<file path="src/pkg/err_count_pkg.sv">
// Constants and types shared by the receive error counter block.
package err_count_pkg;

  // Count and register widths.
  localparam int CNT_W          = 16;
  localparam int BYTE_W         = 8;
  localparam int ADDR_W         = 8;
  localparam int NUM_COUNTERS   = 3;
  localparam int TIMER_W        = 26;
  localparam int SETTLE_W       = 2;

  typedef logic [CNT_W-1:0]    count_t;
  typedef logic [BYTE_W-1:0]   byte_t;
  typedef logic [ADDR_W-1:0]   addr_t;
  typedef logic [TIMER_W-1:0]  timer_t;
  typedef logic [SETTLE_W-1:0] settle_t;

  // Position of each counter in the counter vectors.
  localparam int IDX_PATH       = 0;
  localparam int IDX_FRAME      = 1;
  localparam int IDX_EBIT       = 2;

  // Byte addresses of the readable count registers.
  localparam addr_t ADDR_PATH_VIOLATION_HIGH  = 8'h44;
  localparam addr_t ADDR_PATH_VIOLATION_LOW   = 8'h45;
  localparam addr_t ADDR_FRAME_SYNC_LOSS_HIGH = 8'h46;
  localparam addr_t ADDR_FRAME_SYNC_LOSS_LOW  = 8'h47;
  localparam addr_t ADDR_FAR_END_BLOCK_HIGH   = 8'h48;
  localparam addr_t ADDR_FAR_END_BLOCK_LOW    = 8'h49;

  // Values after reset and limits.
  localparam count_t  COUNT_RESET  = 16'h0000;
  localparam count_t  COUNT_MAX    = 16'hFFFF;
  localparam count_t  COUNT_ONE    = 16'h0001;
  localparam byte_t   BYTE_RESET   = 8'h00;
  localparam timer_t  TIMER_RESET  = 26'h0000000;
  localparam timer_t  TIMER_ONE    = 26'h0000001;
  localparam settle_t SETTLE_RESET = 2'h0;
  localparam settle_t SETTLE_ONE   = 2'h1;

  // Clock rate and update intervals in their own units.
  localparam int  CLK_FREQ_HZ      = 50_000_000;
  localparam int  ONE_SECOND_MS    = 1000;
  localparam int  T1_FAST_MS       = 42;
  localparam real E1_FAST_MS       = 62.5;
  localparam real MANUAL_SETTLE_RX_CLOCKS = 1.5;

  // Interval lengths in clock cycles (longest times, rounded down).
  localparam int ONE_SECOND_CYCLES =
    ONE_SECOND_MS * (CLK_FREQ_HZ / 1000);
  localparam int T1_FAST_CYCLES    =
    T1_FAST_MS * (CLK_FREQ_HZ / 1000);
  localparam int E1_FAST_CYCLES    =
    $rtoi(E1_FAST_MS * (CLK_FREQ_HZ / 1000));

  // Cycles after an update before the snapshot is settled (rounded to nearest, plus one).
  localparam settle_t MANUAL_SETTLE_CYCLES =
    settle_t'($rtoi(MANUAL_SETTLE_RX_CLOCKS + 0.5) + 1);

endpackage : err_count_pkg

</file>
<file path="src/design/rx_error_counters.sv">
// Receive path, frame sync loss and far-end block error counters.
`timescale 1ns/1ps
// How it works
// - ESF: count each failed CRC6 codeword.
// - D4: count each Ft framing bit error.
// - D4 with Fs enable: count Fs errors too.
// - T1 path counter holds while sync lost.
// - E1: path counter counts each CRC4 error.
// - E1 path stops on FAS/CRC4 loss, not CAS.
// - Path count 16 bits, high 44h, low 45h.
// - T1 out-of-sync mode counts multiframes out of sync.
// - Multiframe counting continues during sync loss.
// - T1 F-bit mode counts Ft (D4) or FPS (ESF).
// - T1 F-bit mode stops during sync loss.
// - E1: frame counter counts FAS word errors.
// - E1 frame counter stops while sync lost.
// - E1 ignores FAS errors during alignment search.
// - Frame count 16 bits, high 46h, low 47h.
// - E-bit counter counts in E1 only.
// - CRC4 multiframe: count each zero E-bit.
// - E-bit stops on FAS/CRC4 loss, not CAS.
// - E-bit count 16 bits, high 48h, low 49h.
// - Counters saturate at maximum, never wrap.
// - Auto update each second, or 42/62.5 ms.
// - Manual bit rising edge latches and clears.
module rx_error_counters #(
  parameter int unsigned ONE_SECOND_CYCLES =
    err_count_pkg::ONE_SECOND_CYCLES,
  parameter int unsigned T1_FAST_CYCLES    =
    err_count_pkg::T1_FAST_CYCLES,
  parameter int unsigned E1_FAST_CYCLES    =
    err_count_pkg::E1_FAST_CYCLES
) (
  input  wire logic                 clk,
  input  wire logic                 rst_b,
  // Line mode.
  input  wire logic                 e1_mode,
  input  wire logic                 esf_mode,
  // Counter update configuration bits.
  input  wire logic                 fs_error_report_enable,
  input  wire logic                 sync_loss_function_select,
  input  wire logic                 auto_update_interval_select,
  input  wire logic                 manual_update_trigger,
  input  wire logic                 accumulation_mode_select,
  // Receive synchronizer state.
  input  wire logic                 receive_sync_lost_flag,
  input  wire logic                 fas_sync_lost,
  input  wire logic                 crc4_sync_lost,
  input  wire logic                 fas_search_active,
  input  wire logic                 multiframe_search_active,
  input  wire logic                 crc4_multiframe_enable,
  // Error events, one cycle each.
  input  wire logic                 crc6_error,
  input  wire logic                 ft_error,
  input  wire logic                 fs_error,
  input  wire logic                 fps_error,
  input  wire logic                 multiframe_sync_loss,
  input  wire logic                 crc4_error,
  input  wire logic                 fas_word_error,
  input  wire logic                 ebit_zero,
  // Register read port.
  input  wire err_count_pkg::addr_t reg_addr,
  input  wire logic                 reg_rd,
  output err_count_pkg::byte_t      reg_rdata,
  output logic                      reg_rdata_valid,
  output logic                      reg_addr_hit,
  // Status.
  output logic                      counts_updated,
  output logic                      counts_settled,
  output logic [2:0]                count_saturated
);

  localparam int N = err_count_pkg::NUM_COUNTERS;

  logic [N-1:0]          inc;
  logic [N-1:0]          sat;
  err_count_pkg::count_t count_w    [N];
  err_count_pkg::count_t snapshot_q [N];

  logic                  path_inc;
  logic                  frame_inc;
  logic                  ebit_inc;
  logic                  e1_frame_sync_ok;

  err_count_pkg::timer_t interval_limit;
  err_count_pkg::timer_t limit_q;
  err_count_pkg::timer_t timer_q;
  logic                  auto_tick;
  logic                  manual_edge;
  logic                  trigger_q;
  logic                  update;

  err_count_pkg::settle_t settle_q;
  err_count_pkg::byte_t   rdata_q;
  logic                   rdata_valid_q;
  logic                   updated_q;
  err_count_pkg::byte_t   read_byte;
  logic                   read_hit;

  // E1 framing is trusted only with both FAS and CRC4 alignment held;
  // loss of CAS multiframe alignment alone does not stop counting.
  assign e1_frame_sync_ok = !fas_sync_lost && !crc4_sync_lost;

  // Path violation counter qualification.
  always_comb begin
    path_inc = 1'b0;
    if (e1_mode) begin
      path_inc = crc4_error && e1_frame_sync_ok;
    end else if (!receive_sync_lost_flag) begin
      if (esf_mode) begin
        path_inc = crc6_error;
      end else begin
        path_inc = ft_error || (fs_error_report_enable && fs_error);
      end
    end
  end

  // Frame sync loss counter qualification.
  always_comb begin
    frame_inc = 1'b0;
    if (e1_mode) begin
      if (!receive_sync_lost_flag &&
          !fas_search_active && !multiframe_search_active) begin
        frame_inc = fas_word_error;
      end
    end else if (sync_loss_function_select) begin
      frame_inc = multiframe_sync_loss;
    end else if (!receive_sync_lost_flag) begin
      frame_inc = esf_mode ? fps_error : ft_error;
    end
  end

  // Far-end block error counter qualification.
  always_comb begin
    ebit_inc = 1'b0;
    if (e1_mode && crc4_multiframe_enable) begin
      ebit_inc = ebit_zero && e1_frame_sync_ok;
    end
  end

  assign inc[err_count_pkg::IDX_PATH]  = path_inc;
  assign inc[err_count_pkg::IDX_FRAME] = frame_inc;
  assign inc[err_count_pkg::IDX_EBIT]  = ebit_inc;

  // Automatic interval length for the current line mode.
  always_comb begin
    if (!auto_update_interval_select) begin
      interval_limit = err_count_pkg::timer_t'(ONE_SECOND_CYCLES);
    end else if (e1_mode) begin
      interval_limit = err_count_pkg::timer_t'(E1_FAST_CYCLES);
    end else begin
      interval_limit = err_count_pkg::timer_t'(T1_FAST_CYCLES);
    end
  end

  assign auto_tick = !accumulation_mode_select &&
                     (timer_q == interval_limit - err_count_pkg::TIMER_ONE);

  // Interval timer restarts whenever the interval choice changes, so a
  // shortened interval never runs past its own end.
  always_ff @(posedge clk) begin
    if (!rst_b) begin
      timer_q <= err_count_pkg::TIMER_RESET;
      limit_q <= err_count_pkg::TIMER_RESET;
    end else begin
      limit_q <= interval_limit;
      if (accumulation_mode_select || auto_tick ||
          (interval_limit != limit_q)) begin
        timer_q <= err_count_pkg::TIMER_RESET;
      end else begin
        timer_q <= timer_q + err_count_pkg::TIMER_ONE;
      end
    end
  end

  // Manual trigger edge detection.
  always_ff @(posedge clk) begin
    if (!rst_b) begin
      trigger_q <= 1'b0;
    end else begin
      trigger_q <= manual_update_trigger;
    end
  end

  assign manual_edge = accumulation_mode_select &&
                       manual_update_trigger && !trigger_q;

  assign update = accumulation_mode_select ? manual_edge : auto_tick;

  // One saturating counter per error kind.
  genvar gi;
  generate
    for (gi = 0; gi < N; gi++) begin : g_cnt
      sat_counter16 u_cnt (
        .clk       (clk),
        .rst_b     (rst_b),
        .inc       (inc[gi]),
        .clear     (update),
        .count     (count_w[gi]),
        .saturated (sat[gi])
      );

      // Both bytes of a count are read from this one snapshot.
      always_ff @(posedge clk) begin
        if (!rst_b) begin
          snapshot_q[gi] <= err_count_pkg::COUNT_RESET;
        end else if (update) begin
          snapshot_q[gi] <= count_w[gi];
        end
      end
    end
  endgenerate

  // Settle window after an update, during which reads may be stale.
  always_ff @(posedge clk) begin
    if (!rst_b) begin
      settle_q <= err_count_pkg::SETTLE_RESET;
    end else if (update) begin
      settle_q <= err_count_pkg::MANUAL_SETTLE_CYCLES;
    end else if (settle_q != err_count_pkg::SETTLE_RESET) begin
      settle_q <= settle_q - err_count_pkg::SETTLE_ONE;
    end
  end

  always_ff @(posedge clk) begin
    if (!rst_b) begin
      updated_q <= 1'b0;
    end else begin
      updated_q <= update;
    end
  end

  // Byte decode of the readable count registers.
  always_comb begin
    read_byte = err_count_pkg::BYTE_RESET;
    read_hit  = 1'b1;
    case (reg_addr)
      err_count_pkg::ADDR_PATH_VIOLATION_HIGH: begin
        read_byte = snapshot_q[err_count_pkg::IDX_PATH][15:8];
      end
      err_count_pkg::ADDR_PATH_VIOLATION_LOW: begin
        read_byte = snapshot_q[err_count_pkg::IDX_PATH][7:0];
      end
      err_count_pkg::ADDR_FRAME_SYNC_LOSS_HIGH: begin
        read_byte = snapshot_q[err_count_pkg::IDX_FRAME][15:8];
      end
      err_count_pkg::ADDR_FRAME_SYNC_LOSS_LOW: begin
        read_byte = snapshot_q[err_count_pkg::IDX_FRAME][7:0];
      end
      err_count_pkg::ADDR_FAR_END_BLOCK_HIGH: begin
        read_byte = snapshot_q[err_count_pkg::IDX_EBIT][15:8];
      end
      err_count_pkg::ADDR_FAR_END_BLOCK_LOW: begin
        read_byte = snapshot_q[err_count_pkg::IDX_EBIT][7:0];
      end
      default: begin
        read_hit = 1'b0;
      end
    endcase
  end

  // Read data is registered; unmapped addresses return zero.
  always_ff @(posedge clk) begin
    if (!rst_b) begin
      rdata_q       <= err_count_pkg::BYTE_RESET;
      rdata_valid_q <= 1'b0;
    end else begin
      rdata_valid_q <= reg_rd;
      if (reg_rd) begin
        rdata_q <= read_byte;
      end
    end
  end

  assign reg_rdata       = rdata_q;
  assign reg_rdata_valid = rdata_valid_q;
  assign reg_addr_hit    = read_hit;
  assign counts_updated  = updated_q;
  assign counts_settled  = (settle_q == err_count_pkg::SETTLE_RESET);
  assign count_saturated = sat;

endmodule : rx_error_counters

</file>
<file path="src/design/sat_counter16.sv">
// Saturating event counter with restart on clear.
`timescale 1ns/1ps
module sat_counter16 (
  input  wire logic                  clk,
  input  wire logic                  rst_b,
  input  wire logic                  inc,
  input  wire logic                  clear,
  output err_count_pkg::count_t      count,
  output logic                       saturated
);

  err_count_pkg::count_t count_q;
  err_count_pkg::count_t count_d;

  // An event in the clearing cycle becomes the first count of the next
  // interval, so no event is lost across an update.
  always_comb begin
    count_d = count_q;
    if (clear) begin
      count_d = inc ? err_count_pkg::COUNT_ONE : err_count_pkg::COUNT_RESET;
    end else if (inc && (count_q != err_count_pkg::COUNT_MAX)) begin
      count_d = count_q + err_count_pkg::COUNT_ONE;
    end
  end

  always_ff @(posedge clk) begin
    if (!rst_b) begin
      count_q <= err_count_pkg::COUNT_RESET;
    end else begin
      count_q <= count_d;
    end
  end

  assign count     = count_q;
  assign saturated = (count_q == err_count_pkg::COUNT_MAX);

endmodule : sat_counter16

</file>
<file path="config.mk">
export PLATFORM = sky130hd
export DESIGN_NAME = rx_error_counters
export DESIGN_NICKNAME = d
export VERILOG_FILES = /design/src/pkg/err_count_pkg.sv /design/src/design/rx_error_counters.sv /design/src/design/sat_counter16.sv
export SDC_FILE = /design/constraint.sdc
export NUM_CORES = 1
export LEC_CHECK = 0
export BUFFER_PORTS_ARGS = -buffer_cell sky130_fd_sc_hd__buf_2
export CAP_MARGIN = 20
export CORE_UTILIZATION = 40
export DETAILED_ROUTE_END_ITERATION = 10
export GPL_ROUTABILITY_DRIVEN = 1
export GPL_TIMING_DRIVEN = 0
export PLACE_DENSITY = 0.64
export SYNTH_ARGS = -nofsm -noshare
export SYNTH_HDL_FRONTEND = slang
export SYNTH_HIERARCHICAL = 1
export SYNTH_SLANG_ARGS = --single-unit
</file>
<file path="constraint.sdc">
create_clock -name clk -period 22 [get_ports clk]
set_clock_uncertainty 0.15 [all_clocks]
set_input_delay 4.4 -clock clk [delete_from_list [all_inputs] [get_ports clk]]
set_output_delay 4.4 -clock clk [all_outputs]
set_load 0.05 [all_outputs]
</file>
==> results.ini, run 1 <==
[critical_path]
cp.required_ns = 17.45
worstPathCellList = buf_2, nor4b_1, clkbuf_1, o21a_1, buf_2
critical_path.n_buffers_inverters = 3
slowest_delay_ns = 0.39
path_max_fanout = 10
cp-start-kind = input port
reg2reg_depth = 9
r2r-start = timer_q[16]$_SDFF_PP0_
critPathArrivalTime_ns = 5.67
path_common_cell = buf_2
slowest_stage = clkbuf_1
crit_type = in -> out
cp-end-kind = output port
cp_top_family = buffers and inverters
crit_start = reg_addr[5]
cp_num_cells = 5

[route]
m1WireLength_um = 8270
vias = 5781
wl_met3_um = 732
ant_nets = 0
dr.pass1.iters = 5
drc = 0
post_drt_wl_per_cell_um = 15.9
dr.max_layer_used = met4
wl_met2_um = 7150
first_iter_violations = 466
drt_wl_total_um = 16400
viasPerCell = 5.62

[sta]
period_minus_slack_ns = 10.22
setup-tns-final_ns = 0
slew_viol_final = 0
timing.final.ws_setup_ns = 11.78
rsz0062_at_grt = false
finalCritPeriodShare_pct = 46.5
slew_headroom_pct = 21.4
worst_slew_pin_slew_ns = 1.17
finalSetupViolations = 0
finalHoldViolations = 0
timing.fmax_mhz = 97.9

[global_routing]
grt_pass1_wl_um = 26400
grt_pass1_vias = 5062
grt-ovfl-total = 0
grt_max_degree = 20
track_usage_pct = 18.5
antenna_found_initial = 0

[synthesis]
ys_ff_latch = 141
yosysTopAreaCellShare_pct = 26.0
ys_warn_count = 6
yosys.cell_types.count = 70
synth_top_flop_cell = dfxtp_1
syn_nets = 759
synth_top_area_cell = dfxtp_1
synthArstFlopShare_pct = 0
synth-edff-count = 48
postSynthAreaPerCell_um2 = 9.93
postSynthCellCount = 722
syn-cell-area_um2 = 7170
seq_area_frac_synth_pct = 46.1
synth.area.top_cells = dfxtp_1 (26%), edfxtp_1 (20%), a21boi_1 (4.0%)

[clock_tree]
cts_tree = built
clock_path_buffers = 2
cts-root-buf = clkbuf_16
ctsResizeCount = 0
htree_levels = 4
clock_sinks = 141
cts_buffers = 17
clk_pin_slew_ns = 0.06
cts_hold_buf = 0
postCtsSetupRepairBufs = 0
clk_latency_ns = 0.42

[die]
die_h_um = 136
dieWidth_um = 136
ios = 47
rows = 48
initial_utilization_pct = 41.2
die-area_um2 = 18500
placeableCoreArea_um2 = 17400

[layout]
syn2layout_area_growth_pct = 15.4
instances_no_fill = 1029
drive_above_1_share_pct = 17.4
nets = 828
multi_input_area_um2 = 3560
antenna_cells = 0
seqCellArea_um2 = 3300
n_fill_cell = 1669

[hold_path]
hold_class = reg -> reg
holdCritStartpoint = timer_q[0]$_SDFF_PP0_
min_path_cells = 1

[outcome]
status = completed

[place]
dp_cells = 995
dp_slack_ns = 11.79
dp_hpwl_um = 11600
port_buffers = 43
place.gp.congestion = 0.796

[power_and_ir_drop]
seqPwrFrac_pct = 47.5
p_clk_share_pct = 45.4
switching_share_pct = 22.7
peakVddDrop_mv = 0.0689
p_comb_share_pct = 7.1
p_sw_mw = 0.134
intPower_mw = 0.456
power.leakage_nw = 2.88
total_power_mw = 0.590
power_density_nw_per_um2 = 71.4

[run]
maxCapViolations = 0

final cells by class:
cell class | instances | area share, %
timing repair buffer | 50 | 3.27
sequential | 141 | 39.9
inverter | 22 | 0.998
tap | 225 | 3.40
clock buffer | 29 | 6.05
buffer | 35 | 2.83
clock inverter | 3 | 0.484
multi-input combinational | 524 | 43.1
cells in the final DEF (no fill, tap or decap), drive strengths merged, types with 17 or more instances in the layout:
cell type   n
dfxtp      93
xor2       17
a21oi      30
a21boi     51
o21ai      31
or4        24
nand2      62
edfxtp     48
clkbuf     48
nor2       30
buf        63
nand3      38
nand4      30
inv        22
synth_stat cells, types with 6 or more instances:
cell type,count
nor4_1,16
a31oi_1,9
xor2_1,17
mux4_2,8
clkbuf_1,16
nand2b_1,7
a21boi_1,38
edfxtp_1,48
nand3_1,38
or4_1,18
dfxtp_1,93
and2_1,11
a21oi_1,30
nor2b_1,7
o211ai_1,6
a21boi_2,9
nor3_1,14
nor2_1,30
nand4_1,27
xnor2_1,8
nor3b_1,13
and3_1,10
inv_1,22
o21ai_0,31
a22oi_1,6
or3_1,9
o31ai_1,11
nand2_1,62
mux2i_1,8
buf_6,6
sequential cells by signal, indices dropped and copies added (netlist names):
name,cells
limit_q,6
trigger_q,1
reg_rdata_valid,1
g_cnt.u_cnt/count,48
timer_q,26
snapshot_q,48
counts_updated,1
settle_q,2
reg_rdata,8
metrics by stage:
step	instance area, um^2	hold WS, ns	util, %
6_report	8270	0.339	47.5
5_1_grt	8270	0.384	47.5
4_1_cts	8260	0.340	47.4
3_5_place_dp	7720	0.324	44.3
3_3_place_gp	7670	0.323	44.0
2_1_floorplan	7170	0.300	-
logic make-up after synthesis:
logic type | share of synthesized area, %
simple gates | 24.8
mux | 3.63
flops | 46.1
fa+ha+maj | 0.873
buf+inv | 4.42
compound gates | 17.2
xor+xnor | 3.05
power by group through the flow:
stage	combinational (mW)	sequential, mW	clock, mW
finish	0.0417	0.280	0.268
global route	0.0463	0.281	0.284
CTS	0.0418	0.281	0.272
detailed placement	0.0415	0.286	0
global placement	0.0402	0.288	0
floorplan	0.0266	0.289	0
worst paths after layout:
| kind | to | slack (ns) |
|---|---|---|
| min reg2reg | timer_q[0]$_SDFF_PP0_ | 0.34 |
| max | reg_addr_hit | 11.78 |
| min | timer_q[0]$_SDFF_PP0_ | 0.34 |
| max reg2reg | g_cnt[1].u_cnt/count[6]$_SDFFE_PN0P_ | 18.85 |
per-layer routing:
layer,global-route usage (%),vias to the layer above
met5,0,-
met4,6.60,0
met3,3.77,17
met2,27.7,147
met1,26.4,2718
li1,-,2899
Note: power is estimated with default switching activity, not from simulation.
==> inputs of run 2 (changes only) <==
--- a/config.mk
+++ b/config.mk
@@ -11,7 +11,7 @@
 export DETAILED_ROUTE_END_ITERATION = 10
 export GPL_ROUTABILITY_DRIVEN = 1
 export GPL_TIMING_DRIVEN = 0
-export PLACE_DENSITY = 0.64
+export PLACE_DENSITY = 0.66
 export SYNTH_ARGS = -nofsm -noshare
 export SYNTH_HDL_FRONTEND = slang
 export SYNTH_HIERARCHICAL = 1
==> constraint.sdc (replaced) <==
create_clock -name clk -period 8.67 [get_ports clk]
set_clock_uncertainty 0.15 [all_clocks]
set_input_delay 1.734 -clock clk [delete_from_list [all_inputs] [get_ports clk]]
set_output_delay 1.734 -clock clk [all_outputs]
set_load 0.05 [all_outputs]
==> results.ini, run 2 (same netlist as run 1, synthesis figures left out) <==
[outcome]
status = completed

[place]
place.gp.congestion = 0.816
port_buffers = 43
dp_hpwl_um = 11600
place_area_um2 = 7740
dp_slack_ns = 3.76

[clock_tree]
cts_tree = built
ctsResizeCount = 0
clk_pin_slew_ns = 0.06
cts-root-buf = clkbuf_16
cts_buffers = 17
htree_levels = 4
cts_hold_buf = 0
clock_path_buffers = 2
clk_latency_ns = 0.43
clock_sinks = 141
postCtsSetupRepairBufs = 0

[die]
die_h_um = 136
initial_utilization_pct = 41.2
ios = 47
die-area_um2 = 18500
dieWidth_um = 136
placeableCoreArea_um2 = 17400
rows = 48

[critical_path]
cp.required_ns = 6.79
cp-start-kind = input port
crit_type = in -> out
cp-end-kind = output port
path_max_fanout = 10
ff2ff_setup_slack_ns = 5.44
critPathArrivalTime_ns = 3.01

[route]
drt_wl_total_um = 16300
viasPerCell = 5.65
post_drt_wl_per_cell_um = 15.9
ant_nets = 0
dr.pass1.iters = 5
vias = 5813
first_iter_violations = 546
drc = 0

[sta]
finalHoldViolations = 0
finalCritPeriodShare_pct = 56.5
slew_viol_final = 0
timing.final.ws_setup_ns = 3.77
period_minus_slack_ns = 4.90
slew_headroom_pct = 36.5
timing.fmax_mhz = 204
finalSetupViolations = 0
worst_slew_pin_slew_ns = 0.950
rsz0062_at_grt = false

[power_and_ir_drop]
p_sw_mw = 0.342
p_clk_share_pct = 44.8
peakVddDrop_mv = 0.136
power_density_nw_per_um2 = 179
seqPwrFrac_pct = 47.9
power.leakage_nw = 2.90
p_comb_share_pct = 7.2
switching_share_pct = 23.0
intPower_mw = 1.14

[global_routing]
grt_pass1_wl_um = 26500
grt-ovfl-total = 0
grt_pass1_vias = 5224
antenna_found_initial = 0
track_usage_pct = 18.5
grt_max_degree = 20

[layout]
n_fill_cell = 1653
antenna_cells = 0
nets = 827
final_cell_mix = dfxtp_1 (93), nand2_1 (62), buf_2 (48), edfxtp_1 (48)
seqCellArea_um2 = 3300
drive_above_1_share_pct = 17.6
final_common_cell = dfxtp_1
syn2layout_area_growth_pct = 15.8
postLayoutCellArea_um2 = 8300
multi_input_area_um2 = 3570

[run]
maxCapViolations = 0

[hold_path]
hold_class = reg -> reg

==> run 2: cell count changes in the layout (fill, tap and decap cells not counted), sizes merged <==
| cell | before | now |
|---|---|---|
| buf | 63 | 61 |
| bufinv | 1 | 0 |
| clkbuf | 48 | 45 |
| clkinv | 2 | 5 |
| clkinvlp | 0 | 2 |
==> run 2: power by group through the flow <==
stage	logic, mW	registers, mW	clock network (mW)
detailed placement	0.107	0.727	0
finish	0.107	0.712	0.666
global route	0.118	0.714	0.707
global placement	0.102	0.728	0
CTS	0.108	0.713	0.677
floorplan	0.0676	0.732	0
==> run 2: final timing paths <==
check,depth (start not counted),endpoint,startpoint
setup / recovery,5,reg_addr_hit,reg_addr[5]
hold / removal,1,timer_q[0]$_SDFF_PP0_,timer_q[0]$_SDFF_PP0_
hold reg to reg,1,timer_q[0]$_SDFF_PP0_,timer_q[0]$_SDFF_PP0_
setup reg to reg,10,g_cnt[1].u_cnt/count[6]$_SDFFE_PN0P_,timer_q[0]$_SDFF_PP0_
==> run 2: final cells by class <==
cell class                      count  area share (%)
Tap cell                          225            3.39
Buffer                             35            2.82
Timing Repair Buffer               49            3.42
Inverter                           22           0.995
Clock inverter                      7           0.437
Clock buffer                       25            6.10
Sequential cell                   141            39.8
Multi-Input combinational cell    524            43.0
==> run 2: layer usage <==
layer / global-route usage (%) / up-vias / routed length, um
met4: 6.67 / 0 / 291
met1: 25.4 / 2742 / 7950
li1: - / 2882 / -
met5: 0 / - / 0
met2: 27.9 / 159 / 7200
met3: 4.81 / 30 / 884
==> run 2: stage by stage <==
step | util, % | hold WS, ns | power (mW) | TNS (ns) | cells
CTS | 47.6 | 0.341 | 1.50 | 0 | 1025
global placement | 44.0 | 0.330 | 0.830 | -0.0218 | 990
global route | 47.7 | 0.379 | 1.54 | 0 | 1028
finish | 47.7 | 0.341 | 1.49 | 0 | 1028
detailed placement | 44.5 | 0.332 | 0.834 | 0 | 993
floorplan | - | 0.300 | 0.800 | 0 | 722
==> run 2: critical path: stages <==
cell      delay [ns]
buf_2           0.09
nor4b_1         0.35
clkbuf_1        0.39
o21a_1          0.19
buf_2           0.25
